File: src/include/bbf_pkg.sv
package bbf_pkg;

  // Clock and bus-cycle timing
  localparam int CLK_PERIOD_NS = 100;
  localparam int T_SETUP_NS    = 100;
  localparam int T_PULSE_NS    = 200;
  localparam int T_HOLD_NS     = 100;
  // Least times round up to whole cycles
  localparam logic [2:0] SETUP_CYC = 3'((T_SETUP_NS + CLK_PERIOD_NS - 1) / CLK_PERIOD_NS);
  localparam logic [2:0] PULSE_CYC = 3'((T_PULSE_NS + CLK_PERIOD_NS - 1) / CLK_PERIOD_NS);
  localparam logic [2:0] HOLD_CYC  = 3'((T_HOLD_NS + CLK_PERIOD_NS - 1) / CLK_PERIOD_NS);
  localparam logic [2:0] SYNC_CYC  = 3'h2;

  // Flash command codes
  localparam logic [7:0] CODE_READ_ARRAY  = 8'hff;
  localparam logic [7:0] CODE_READ_STATUS = 8'h70;
  localparam logic [7:0] CODE_CLR_STATUS  = 8'h50;
  localparam logic [7:0] CODE_READ_ID     = 8'h90;
  localparam logic [7:0] CODE_PROGRAM     = 8'h40;
  localparam logic [7:0] CODE_ERASE       = 8'h20;
  localparam logic [7:0] CODE_CONFIRM     = 8'hd0;
  localparam logic [7:0] CODE_SUSPEND     = 8'hb0;

  // Device status byte fields
  localparam int READY_BIT      = 7;
  localparam int SUSPEND_BIT    = 6;
  localparam int ERASE_ERR_BIT  = 5;
  localparam int PROG_ERR_BIT   = 4;

  // Boot-block map limits
  localparam logic [19:0] BOOT_BOT_BYTE_END = 20'h03fff;
  localparam logic [19:0] BOOT_BOT_WORD_END = 20'h01fff;
  localparam logic [19:0] BOOT_TOP_BYTE_BEG = 20'hfc000;
  localparam logic [19:0] BOOT_TOP_WORD_BEG = 20'h7e000;
  localparam logic [19:0] WORD_ADDR_MASK    = 20'h7ffff;

  // APB register offsets
  localparam logic [7:0] REG_CMD    = 8'h00;
  localparam logic [7:0] REG_ADDR   = 8'h04;
  localparam logic [7:0] REG_WDATA  = 8'h08;
  localparam logic [7:0] REG_CONFIG = 8'h0c;
  localparam logic [7:0] REG_STATUS = 8'h10;
  localparam logic [7:0] REG_RDATA  = 8'h14;

  // Config fields and reset value
  localparam int CFG_RP_N    = 0;
  localparam int CFG_WP_N    = 1;
  localparam int CFG_HV      = 2;
  localparam int CFG_TOP     = 3;
  localparam int CFG_BYTE    = 4;
  localparam int CFG_V12     = 5;
  localparam int CFG_W       = 6;
  localparam logic [5:0] CFG_RESET = 6'h00;

  // Status fields
  localparam int ST_BUSY     = 0;
  localparam int ST_JOB      = 1;
  localparam int ST_REFUSED  = 2;
  localparam int ST_LOCKED   = 3;
  localparam int ST_BYTE_LSB = 8;

  // Software operations written to the command register
  localparam logic [3:0] OP_READ_ARRAY  = 4'h1;
  localparam logic [3:0] OP_READ_STATUS = 4'h2;
  localparam logic [3:0] OP_CLR_STATUS  = 4'h3;
  localparam logic [3:0] OP_READ_ID     = 4'h4;
  localparam logic [3:0] OP_PROGRAM     = 4'h5;
  localparam logic [3:0] OP_ERASE       = 4'h6;
  localparam logic [3:0] OP_SUSPEND     = 4'h7;
  localparam logic [3:0] OP_RESUME      = 4'h8;

  typedef enum logic [1:0] {
    CY_IDLE   = 2'b00,
    CY_SETUP  = 2'b01,
    CY_STROBE = 2'b11,
    CY_HOLD   = 2'b10
  } bbf_cycle_e;

  typedef enum logic [2:0] {
    M_IDLE = 3'b000,
    M_WR1  = 3'b001,
    M_WR2  = 3'b011,
    M_RD   = 3'b010
  } bbf_main_e;

endpackage : bbf_pkg

File: src/verilog/bbf_bus_cycle.sv
`timescale 1ns/100ps
module bbf_bus_cycle
  import bbf_pkg::*;
(
  input  logic        ref_clk,
  input  logic        rst,
  input  logic        start,
  input  logic        write,
  input  logic [19:0] addr,
  input  logic [15:0] wdata,
  output logic        done,
  output logic [15:0] rdata,
  output logic        ce_n,
  output logic        oe_n,
  output logic        we_n,
  output logic [19:0] flash_addr,
  output logic [15:0] dq_out,
  output logic        dq_oe,
  input  logic [15:0] dq_in
);

  bbf_cycle_e  state;
  bbf_cycle_e  next_state;
  logic [2:0]  cnt;
  logic [2:0]  next_cnt;
  logic        wr;
  logic        next_wr;
  logic [19:0] next_flash_addr;
  logic [15:0] next_dq_out;
  logic [15:0] next_rdata;
  logic [15:0] dq_meta;
  logic [15:0] dq_sync;
  logic [2:0]  strobe_len;

  // Reads stretch the strobe so the synchronised data is settled
  assign strobe_len = wr ? PULSE_CYC : 3'(PULSE_CYC + SYNC_CYC);

  // Pin strobes decoded from state; each cycle deasserts them again
  always_comb
  begin
    ce_n  = !(state == CY_STROBE);
    oe_n  = !(state == CY_STROBE && !wr);
    we_n  = !(state == CY_STROBE && wr);
    dq_oe = wr && (state != CY_IDLE);
    done  = (state == CY_HOLD) && (cnt == HOLD_CYC);
  end

  // Next-state logic for one bus cycle
  always_comb
  begin
    next_state      = state;
    next_cnt        = cnt + 3'h1;
    next_wr         = wr;
    next_flash_addr = flash_addr;
    next_dq_out     = dq_out;
    next_rdata      = rdata;
    case (state)
      CY_IDLE:
      begin
        next_cnt = 3'h1;
        if (start)
        begin
          next_state      = CY_SETUP;
          next_wr         = write;
          next_flash_addr = addr;
          next_dq_out     = write ? wdata : 16'h0000;
        end
      end
      CY_SETUP:
        if (cnt == SETUP_CYC)
        begin
          next_state = CY_STROBE;
          next_cnt   = 3'h1;
        end
      CY_STROBE:
        if (cnt == strobe_len)
        begin
          next_state = CY_HOLD;
          next_cnt   = 3'h1;
          if (!wr)
            next_rdata = dq_sync;
        end
      CY_HOLD:
        if (cnt == HOLD_CYC)
          next_state = CY_IDLE;
      default:
        next_state = CY_IDLE;
    endcase
  end

  // Registers, including the two-stage data synchroniser
  always_ff @(posedge ref_clk)
  begin
    dq_meta <= dq_in;
    dq_sync <= dq_meta;
    if (rst)
    begin
      state      <= CY_IDLE;
      cnt        <= 3'h0;
      wr         <= 1'b0;
      flash_addr <= 20'h00000;
      dq_out     <= 16'h0000;
      rdata      <= 16'h0000;
    end
    else
    begin
      state      <= next_state;
      cnt        <= next_cnt;
      wr         <= next_wr;
      flash_addr <= next_flash_addr;
      dq_out     <= next_dq_out;
      rdata      <= next_rdata;
    end
  end

endmodule : bbf_bus_cycle

File: src/verilog/bbf_host.sv
`timescale 1ns/100ps
// Behaviour
// Any address inside a block selects that block for erase.
// Bottom-boot word map puts boot block at 00000h-01FFFh.
// Top-boot word map puts boot block at 7E000h-7FFFFh.
// Bottom-boot byte map puts boot block at 00000h-03FFFh.
// Top-boot byte map puts boot block at FC000h-FFFFFh.
// Supply at or below lockout level locks every block.
// Reset/power-down low resets device, locks all, forbids reads.
// With reset high, write-protect low guards only boot block.
// High-voltage reset/power-down level unlocks all blocks.
// 12-volt variants ignore write-protect; unlock only at high voltage.
// While a job runs only status reads are accepted; the code also accepts suspend while an erase runs.
// Device powers up in read-array; mode changes need a command.
// Commands go on the low data byte; upper byte ignored.
// FFh read array, 70h read status, 50h clear status.
// 90h enters identity mode; address lsb selects the code.
// Program is 40h or 10h then data, both at same address.
// Erase is 20h then D0h, both inside the same block.
// B0h suspends an erase, D0h resumes it, any address.
// Status bits 0-7 appear on data lines 0-7.
// Parameter blocks get no write-protect locking.
// Eight main blocks, seven 128K and one 96K bytes.
// Ready flag 1 means ready; other bits valid only then.
// Suspend sets suspend and ready flags until resume.
// Failed erase or program sets the matching error flag.
// Status latched at later falling strobe edge of the read.
// Clear status resets the error flags.
module bbf_host
  import bbf_pkg::*;
(
  input  logic        ref_clk,
  input  logic        rst,
  input  logic        psel,
  input  logic        penable,
  input  logic        pwrite,
  input  logic [7:0]  paddr,
  input  logic [31:0] pwdata,
  output logic [31:0] prdata,
  output logic        pready,
  output logic        pslverr,
  output logic        ce_n,
  output logic        oe_n,
  output logic        we_n,
  output logic [19:0] flash_addr,
  output logic [15:0] dq_out,
  output logic        dq_oe,
  input  logic [15:0] dq_in,
  output logic        reset_powerdown_n,
  output logic        high_voltage_en,
  output logic        write_protect_n,
  input  logic        vpp_ok
);

  bbf_main_e   state;
  bbf_main_e   next_state;
  logic [3:0]  op;
  logic [3:0]  next_op;
  logic [19:0] addr_reg;
  logic [19:0] next_addr_reg;
  logic [15:0] wdata_reg;
  logic [15:0] next_wdata_reg;
  logic [5:0]  cfg;
  logic [5:0]  next_cfg;
  logic [15:0] rdata_reg;
  logic [15:0] next_rdata_reg;
  logic [7:0]  status_byte;
  logic [7:0]  next_status_byte;
  logic        job_active;
  logic        next_job_active;
  logic        job_erase;
  logic        next_job_erase;
  logic        refused;
  logic        next_refused;
  logic        locked_refused;
  logic        next_locked_refused;
  logic        launched;
  logic        next_launched;
  logic        vpp_meta;
  logic        vpp_sync;
  logic        cy_start;
  logic        cy_write;
  logic [19:0] cy_addr;
  logic [15:0] cy_wdata;
  logic        cy_done;
  logic [15:0] cy_rdata;
  logic        wr_acc;
  logic [3:0]  req_op;
  logic [7:0]  first_code;
  logic        has_second;
  logic        has_read;
  logic        boot_hit;
  logic        target_locked;
  logic        allowed;

  // Configuration drives the protection pins; the high-voltage bit also holds reset/power-down high
  assign reset_powerdown_n = cfg[CFG_RP_N] | cfg[CFG_HV];
  assign high_voltage_en   = cfg[CFG_HV];
  assign write_protect_n   = cfg[CFG_WP_N];

  // Boot-block window for the configured variant and width
  always_comb
  begin
    if (cfg[CFG_TOP])
      boot_hit = cfg[CFG_BYTE] ? (addr_reg >= BOOT_TOP_BYTE_BEG)
               : ((addr_reg & WORD_ADDR_MASK) >= BOOT_TOP_WORD_BEG);
    else
      boot_hit = cfg[CFG_BYTE] ? (addr_reg <= BOOT_BOT_BYTE_END)
               : (addr_reg <= BOOT_BOT_WORD_END);
  end

  // Predict the device lock so doomed jobs never start
  always_comb
  begin
    target_locked = 1'b0;
    if (!vpp_sync)
      target_locked = 1'b1;
    else if (cfg[CFG_HV])
      target_locked = 1'b0;
    else if (!cfg[CFG_RP_N])
      target_locked = 1'b1;
    else if (cfg[CFG_V12])
      target_locked = 1'b1;
    else
      target_locked = boot_hit && !cfg[CFG_WP_N];
  end

  // Per-operation command plan; programs and erases use one address
  always_comb
  begin
    first_code = CODE_READ_ARRAY;
    has_second = 1'b0;
    has_read   = 1'b0;
    case (op)
      OP_READ_ARRAY:  has_read = 1'b1;
      OP_READ_STATUS:
      begin
        first_code = CODE_READ_STATUS;
        has_read   = 1'b1;
      end
      OP_CLR_STATUS:  first_code = CODE_CLR_STATUS;
      OP_READ_ID:
      begin
        first_code = CODE_READ_ID;
        has_read   = 1'b1;
      end
      OP_PROGRAM:
      begin
        first_code = CODE_PROGRAM;
        has_second = 1'b1;
      end
      OP_ERASE:
      begin
        first_code = CODE_ERASE;
        has_second = 1'b1;
      end
      OP_SUSPEND:     first_code = CODE_SUSPEND;
      OP_RESUME:      first_code = CODE_CONFIRM;
      default:        first_code = CODE_READ_ARRAY;
    endcase
  end

  // Bus-cycle request; suspend and resume use address zero
  always_comb
  begin
    cy_start = (state != M_IDLE) && !launched;
    cy_write = (state != M_RD);
    cy_addr  = (op == OP_SUSPEND || op == OP_RESUME) ? 20'h00000 : addr_reg;
    cy_wdata = {8'h00, first_code};
    if (state == M_WR2)
      cy_wdata = (op == OP_ERASE) ? {8'h00, CODE_CONFIRM} : wdata_reg;
  end

  // Acceptance of a new operation
  always_comb
  begin
    wr_acc  = psel && penable && pwrite && (paddr == REG_CMD);
    req_op  = pwdata[3:0];
    allowed = cfg[CFG_RP_N] || cfg[CFG_HV];
    if (job_active)
      allowed = allowed && (req_op == OP_READ_STATUS ||
                            (req_op == OP_SUSPEND && job_erase));
  end

  // Controller next-state and register-file updates
  always_comb
  begin
    next_state          = state;
    next_op             = op;
    next_addr_reg       = addr_reg;
    next_wdata_reg      = wdata_reg;
    next_cfg            = cfg;
    next_rdata_reg      = rdata_reg;
    next_status_byte    = status_byte;
    next_job_active     = job_active;
    next_job_erase      = job_erase;
    next_refused        = refused;
    next_locked_refused = locked_refused;
    next_launched       = launched;
    if (psel && penable && pwrite && state == M_IDLE)
    begin
      if (paddr == REG_ADDR)
        next_addr_reg = pwdata[19:0];
      if (paddr == REG_WDATA)
        next_wdata_reg = pwdata[15:0];
      if (paddr == REG_CONFIG)
        next_cfg = pwdata[CFG_W-1:0];
    end
    // Write-one clears; a same-cycle set below wins
    if (psel && penable && pwrite && paddr == REG_STATUS)
    begin
      next_refused        = refused & !pwdata[ST_REFUSED];
      next_locked_refused = locked_refused & !pwdata[ST_LOCKED];
    end
    if (cy_start)
      next_launched = 1'b1;
    case (state)
      M_IDLE:
        if (wr_acc)
        begin
          if (!allowed || req_op == 4'h0 || req_op > OP_RESUME)
            next_refused = 1'b1;
          else if ((req_op == OP_PROGRAM || req_op == OP_ERASE) && target_locked)
            next_locked_refused = 1'b1;
          else
          begin
            next_op    = req_op;
            next_state = M_WR1;
          end
        end
      M_WR1:
        if (cy_done)
        begin
          next_launched = 1'b0;
          next_state    = has_second ? M_WR2 : (has_read ? M_RD : M_IDLE);
          if (op == OP_RESUME)
            next_job_active = 1'b1;
        end
      M_WR2:
        if (cy_done)
        begin
          next_launched   = 1'b0;
          next_state      = M_IDLE;
          next_job_active = 1'b1;
          next_job_erase  = (op == OP_ERASE);
        end
      M_RD:
        if (cy_done)
        begin
          next_launched  = 1'b0;
          next_state     = M_IDLE;
          next_rdata_reg = cy_rdata;
          if (op == OP_READ_STATUS)
          begin
            next_status_byte = cy_rdata[7:0];
            if (cy_rdata[READY_BIT])
              next_job_active = 1'b0;
          end
        end
      default:
        next_state = M_IDLE;
    endcase
  end

  // Register read mux; unmapped offsets answer with an error
  always_comb
  begin
    pready  = 1'b1;
    pslverr = 1'b0;
    prdata  = 32'h00000000;
    case (paddr)
      REG_CMD:    prdata = {28'h0000000, op};
      REG_ADDR:   prdata = {12'h000, addr_reg};
      REG_WDATA:  prdata = {16'h0000, wdata_reg};
      REG_CONFIG: prdata = {26'h0000000, cfg};
      REG_STATUS: prdata = {16'h0000, status_byte, 4'h0, locked_refused, refused,
                            job_active, (state != M_IDLE)};
      REG_RDATA:  prdata = {16'h0000, rdata_reg};
      default:    pslverr = psel && penable;
    endcase
  end

  // State registers; device wakes in read-array so none is forced
  always_ff @(posedge ref_clk)
  begin
    vpp_meta <= vpp_ok;
    vpp_sync <= vpp_meta;
    if (rst)
    begin
      state          <= M_IDLE;
      op             <= 4'h0;
      addr_reg       <= 20'h00000;
      wdata_reg      <= 16'h0000;
      cfg            <= CFG_RESET;
      rdata_reg      <= 16'h0000;
      status_byte    <= 8'h00;
      job_active     <= 1'b0;
      job_erase      <= 1'b0;
      refused        <= 1'b0;
      locked_refused <= 1'b0;
      launched       <= 1'b0;
    end
    else
    begin
      state          <= next_state;
      op             <= next_op;
      addr_reg       <= next_addr_reg;
      wdata_reg      <= next_wdata_reg;
      cfg            <= next_cfg;
      rdata_reg      <= next_rdata_reg;
      status_byte    <= next_status_byte;
      job_active     <= next_job_active;
      job_erase      <= next_job_erase;
      refused        <= next_refused;
      locked_refused <= next_locked_refused;
      launched       <= next_launched;
    end
  end

  // Pin-level bus cycle engine
  bbf_bus_cycle u_cycle (
    .ref_clk    (ref_clk),
    .rst        (rst),
    .start      (cy_start),
    .write      (cy_write),
    .addr       (cy_addr),
    .wdata      (cy_wdata),
    .done       (cy_done),
    .rdata      (cy_rdata),
    .ce_n       (ce_n),
    .oe_n       (oe_n),
    .we_n       (we_n),
    .flash_addr (flash_addr),
    .dq_out     (dq_out),
    .dq_oe      (dq_oe),
    .dq_in      (dq_in)
  );

endmodule : bbf_host

File: config.mk
export PLATFORM = sky130hd
export DESIGN_NAME = bbf_host
export DESIGN_NICKNAME = d
export VERILOG_FILES = /design/src/include/bbf_pkg.sv /design/src/verilog/bbf_bus_cycle.sv /design/src/verilog/bbf_host.sv
export SDC_FILE = /design/constraint.sdc
export NUM_CORES = 1
export LEC_CHECK = 0
export ABC_AREA = 1
export BUFFER_PORTS_ARGS = -buffer_cell sky130_fd_sc_hd__buf_2
export CAP_MARGIN = 10
export CORE_MARGIN = 4
export CORE_UTILIZATION = 56
export CTS_BUF_LIST = sky130_fd_sc_hd__clkbuf_4 sky130_fd_sc_hd__clkbuf_8
export CTS_CLUSTER_SIZE = 30
export DETAILED_ROUTE_END_ITERATION = 6
export PLACE_DENSITY = 0.92
export SLEW_MARGIN = 20
export SYNTH_ARGS = -nofsm -noshare
export SYNTH_HDL_FRONTEND = slang
export SYNTH_SLANG_ARGS = --single-unit
File: constraint.sdc
create_clock -name ref_clk -period 2.1 [get_ports ref_clk]
set_input_delay 0.21 -clock ref_clk [delete_from_list [all_inputs] [get_ports ref_clk]]
set_output_delay 0.21 -clock ref_clk [all_outputs]
set_load 0.01 [all_outputs]
; Word level (Yosys, flattened, before mapping)
; Index checks and enable logic that the tools add are counted.
[op_classes]
mux = 53
eq_ne = 40
n_reduce_logical = 53
bitwise_logic = 6
n_lt_le_gt_ge = 5
add_sub_neg = 1
[ops]
columns = op, n
row1 = $pmux W20 S6, 1
row2 = $pmux W8 S7, 1
row3 = $mux W16, 3
row4 = $mux W1, 29
row5 = $eq A4 B3 Y1 const B, 7
row6 = $mux W3, 8
row7 = $ne A2 B2 Y1 const B, 11
row8 = $ge A20 B20 Y1 const B, 1
row9 = $le A20 B13 Y1 const B, 1
row10 = $le A20 B14 Y1 const B, 1
row11 = $mux W20, 1
row12 = $ge A19 B19 Y1 const B, 1
row13 = $pmux W3 S3, 2
row14 = $eq A8 B4 Y1 const B, 2
row15 = $eq A8 B5 Y1 const B, 2
row16 = $logic_and A1 B1 Y1, 14
row17 = $eq A4 B2 Y1 const B, 3
row18 = $mux W2, 6
row19 = $reduce_and A2 Y1, 6
row20 = $logic_not A1 Y1, 9
row21 = $eq A8 B3 Y1 const B, 1
row22 = $logic_not A8 Y1, 1
row23 = $pmux W2 S4, 1
row24 = $reduce_and A4 Y1, 2
row25 = 27 further kinds, 44
[totals]
output_inout_bits = 77
reg_bits = 170

; Longest topological paths before layout
[depth]
word_depth = 13
ltp_mapped = 14

; Cells and area by module
; Synthesis repeated with hierarchy kept, for this count alone.
[unflattened]
cells_unflattened = 939
hier_area_um2 = 6984.2
[by_module_without_submodules]
columns = mod, cells_per_inst, area_each_um2, n_inst
row1 = bbf_host, 591, 3991.3, 1
row2 = bbf_bus_cycle, 348, 2992.9, 1

; Worst setup path after synthesis
; No wires, ideal clock.
[synth_timing]
path_type = input -> output
from = input paddr[1]
to = output prdata[10]
n_path_buf = 1
arrival_ps = 1331
cell_stages = 8
slack_ps = 559
path_cell_list = nor2_2 > nand2_1 > nor2_1 > inv_2 > nor2_1 > inv_1 > buf_2 > o2111ai_1
[synth_via]
elab_chain_len = 2
word_cells_on_any_way = 7
classes_between = eq/ne: 5 / mux: 1 / reduce/logical: 1
[synth_lines]
columns = item, line
row1 = "start, declared", bbf_host.sv:37  ; input logic [7:0] paddr,
row2 = "$eq A8 B5 Y1, or another cell as far along", bbf_host.sv:271  ; case (paddr)
row3 = $pmux W20 S6 (*), bbf_host.sv:271
row4 = "end, declared", bbf_host.sv:39  ; output logic [31:0] prdata,
; Mark *: on every way between the ends. The rest lies on a longest branch, timed or not.

; Final worst setup path
[layout_timing]
from = input paddr[1]
to = output prdata[2]
; The elaborated chain is that of the path after synthesis.

==> impl_metrics.yaml <==
run_status:
  status: "complete, no violations"
setup_path:
  worst_ep_required_time_ns: 1.89
  cp.arrival_ns: 1.69
  critPathCaptureType: "output pin"
  start_kind: "primary input"
  crit_path_cell_trace: "buf_2 -> nor2_2 -> nand2_1 -> nor2_1 -> inv_2 -> nor2_1 -> inv_2 -> o21ai_0 -> a21oi_1 -> o2111ai_1 -> buf_2"
  cp_top_family: "simple AND/OR/NAND/NOR gates"
  reg2reg_to: "status_byte[3]"
  max_stage_delay_ns: 0.19
  r2r-start: "u_cycle.cnt[0]"
  critPathKind: "in -> out"
  path_buf_inv: 4
  crit_fanout: 14
  reg2reg_setup_slack_ns: 0.27
  r2r_cells: 9
  slowest_stage: "o21ai_0"
yosys:
  synth-seq-area-share_pct: 50.7
  postSynthCellCount: 841
  synthTopCellsByArea: "dfxtp_1 51%, o21ai_0 9.2%, nand2_1 6.9%"
  ys_ff_latch: 169
  syn_area_per_cell_sq_um: 7.93
  synth_cell_types: 39
  yosys_warnings: 0
  synth_top_area_share_pct: 50.7
  synth_top_area_cell: "dfxtp_1"
  syn_area_sq_um: 6670
cts:
  clockBufferDepth: 2
  cts_tree: "yes"
  clkSlewWorstSetupHoldPaths_ns: 0.08
  cts_buffers: 17
  cts_root_buf: "clkbuf_8"
  clock-sinks: 169
  worstSkewPairLatency_ns: 0.47
  htree_levels: 4
  cts_setup_buffers: 0
sta:
  report.final.slew_viol_count: 0
  max_freq_ghz: 0.527
  rsz0062_at_grt: "false"
  max_slew_margin_pct: 59.5
  fin_setup_tns_ns: 0
  setup_viol: 0
  fin_crit_ns: 1.90
  worst_pin_slew_ns: 0.606
  fin_worst_skew_ns: 0.0123
  period_share_pct: 90.4
  hold_viol: 0
power:
  p_int_w: 0.00474
  power.share.clock_pct: 42.4
  switching_power_w: 0.00135
  power_density_nw_per_um2: 760
  p_seq_share_pct: 53.5
  p_comb_share_pct: 4.1
  swShare_pct: 22.2
  power_w: 0.00609
  p_leak_nw: 3.39
  ir_worst_vdd_v: 0.000769
routing:
  dr.pass1.iters: 7
  ant_nets: 0
  wl_met3_microns: 1280
  totalWireLength_microns: 17300
  wl_met2_microns: 8090
  vias: 6205
  drc_errors: 0
  top_layer_used: "met4"
  via_per_inst: 5.50
  drt_iter0_markers: 688
  m1WireLength_microns: 7360
  wl_per_cell_microns: 15.3
place:
  gp_congestion: 0.925
  dp_hpwl_microns: 12100
  port_buffers: 113
floorplan:
  die_w_microns: 117
  die_h_microns: 117
  dieArea_sq_um: 13700
  initial_core_util_pct: 57.9
  io_pins: 139
  core_sq_um: 11500
  rows: 39
final_layout:
  nNetsFinal: 1036
  final_common_cell: "dfxtp_1"
  drive_gt1_share_pct: 21.0
  layout_common_cells: "169 x dfxtp_1, 122 x nand2_1, 122 x o21ai_0, 113 x buf_2, 108 x nor2_1"
  area_growth_pct: 20.2
worst_hold_path:
  hold_class: "in -> reg"
  holdPathStages: 3
  hp-start: "pwdata[18]"
  hold-path-endpoint: "addr_reg[18]"
global_routing:
  grt_pass1_wl_microns: 28200
  overflow: 0
  first_global_vias: 5671
  antenna_found_initial: 0
  track_usage_pct: 26.3
  grt_max_degree: 57
flow_run:
  drv_cap: 0
tightest hold or removal path, cell delays in order:
cell and delay [ns]:
buf_2 0.09, o21ai_2 0.06, a21oi_2 0.09
how the worst max path moves through the flow:
| stage | from | endpoint | cells after the start |
|---|---|---|---|
| 3_3_place_gp | paddr[1] | prdata[2] | 11 |
| 3_5_place_dp | paddr[1] | prdata[2] | 11 |
| 2_1_floorplan | paddr[1] | prdata[10] | 8 |
| 6_report | paddr[1] | prdata[2] | 11 |
| 5_1_grt | paddr[1] | prdata[2] | 11 |
| 4_1_cts | paddr[1] | prdata[2] | 11 |
routing by layer:
| layer | vias up | track usage, % |
|---|---|---|
| li1 | 3022 | - |
| met4 | 0 | 10.2 |
| met5 | - | 0 |
| met3 | 53 | 6.99 |
| met2 | 281 | 41.0 |
| met1 | 2849 | 35.2 |
layout make-up:
class | instances | area, sq um
clock buffer | 20 | 269
tap | 143 | 179
fill | 867 | 3500
multi-input combinational | 545 | 2700
inverter | 86 | 328
antenna | 1 | 2.50
clock inverter | 12 | 191
sequential | 169 | 3380
timing repair buffer | 153 | 956
metrics by stage:
stage	cells	hold WS (ns)	util (%)	cell area [sq um]	setup slack (ns)
6_report	1129	0.0179	69.6	8010	0.202
5_1_grt	1128	0.00336	69.5	8010	0.0199
4_1_cts	1128	0.000634	69.5	8010	0.104
3_5_place_dp	1070	0.312	63.3	7290	0.109
3_3_place_gp	1070	0.311	63.3	7290	0.179
2_1_floorplan	852	0.238	-	6710	0.559
Yosys cell counts:
master	number
dfxtp_1	169
nand2_1	122
o21ai_0	122
nor2_1	108
a21oi_1	91
inv_1	72
clkbuf_1	19
buf_4	14
buf_2	13
inv_2	12
o2111ai_1	12
nor2_2	11
nand3_1	10
a211oi_1	8
buf_6	5
nor2_4	5
nand4_1	4
nor4_1	4
o221ai_1	4
o22ai_1	4
nand2_2	3
o211ai_1	3
a211oi_2	2
conb_1	2
ha_1	2
inv_4	2
nand4_2	2
nor2_8	2
nor3_1	2
nor3_2	2
o21ai_2	2
a2111oi_0	1
a21oi_2	1
a31oi_1	1
buf_1	1
nor3_4	1
o21ai_1	1
o21bai_1	1
o221a_2	1
power groups by stage:
stage                     clock (W)  combinational, W  sequential [W]
after floorplan                   0          0.000127         0.00333
after CTS                   0.00261          0.000242         0.00326
after global routing        0.00277          0.000274         0.00327
after detailed placement          0          0.000205         0.00333
after global placement            0          0.000202         0.00333
final                       0.00258          0.000248         0.00326
cells by family after synthesis:
| kind of cell | after synthesis | share of synthesized area (%) |
|---|---|---|
| buffers and inverters | 138 | 9.44 |
| AND/OR/NAND/NOR | 276 | 18.3 |
| AO/OA/AOI/OAI | 254 | 21.1 |
| other | 2 | 0.113 |
| flip-flops | 169 | 50.7 |
| adder cells (fa/ha/maj) | 2 | 0.375 |
repair_timing:
item                                    CTS  global route
hold buffers                             26             0
endpoints found under the setup margin    0             4
endpoints found under the hold margin    31             0
resized for setup                         0             1
Power figures use the tool's default switching activity.
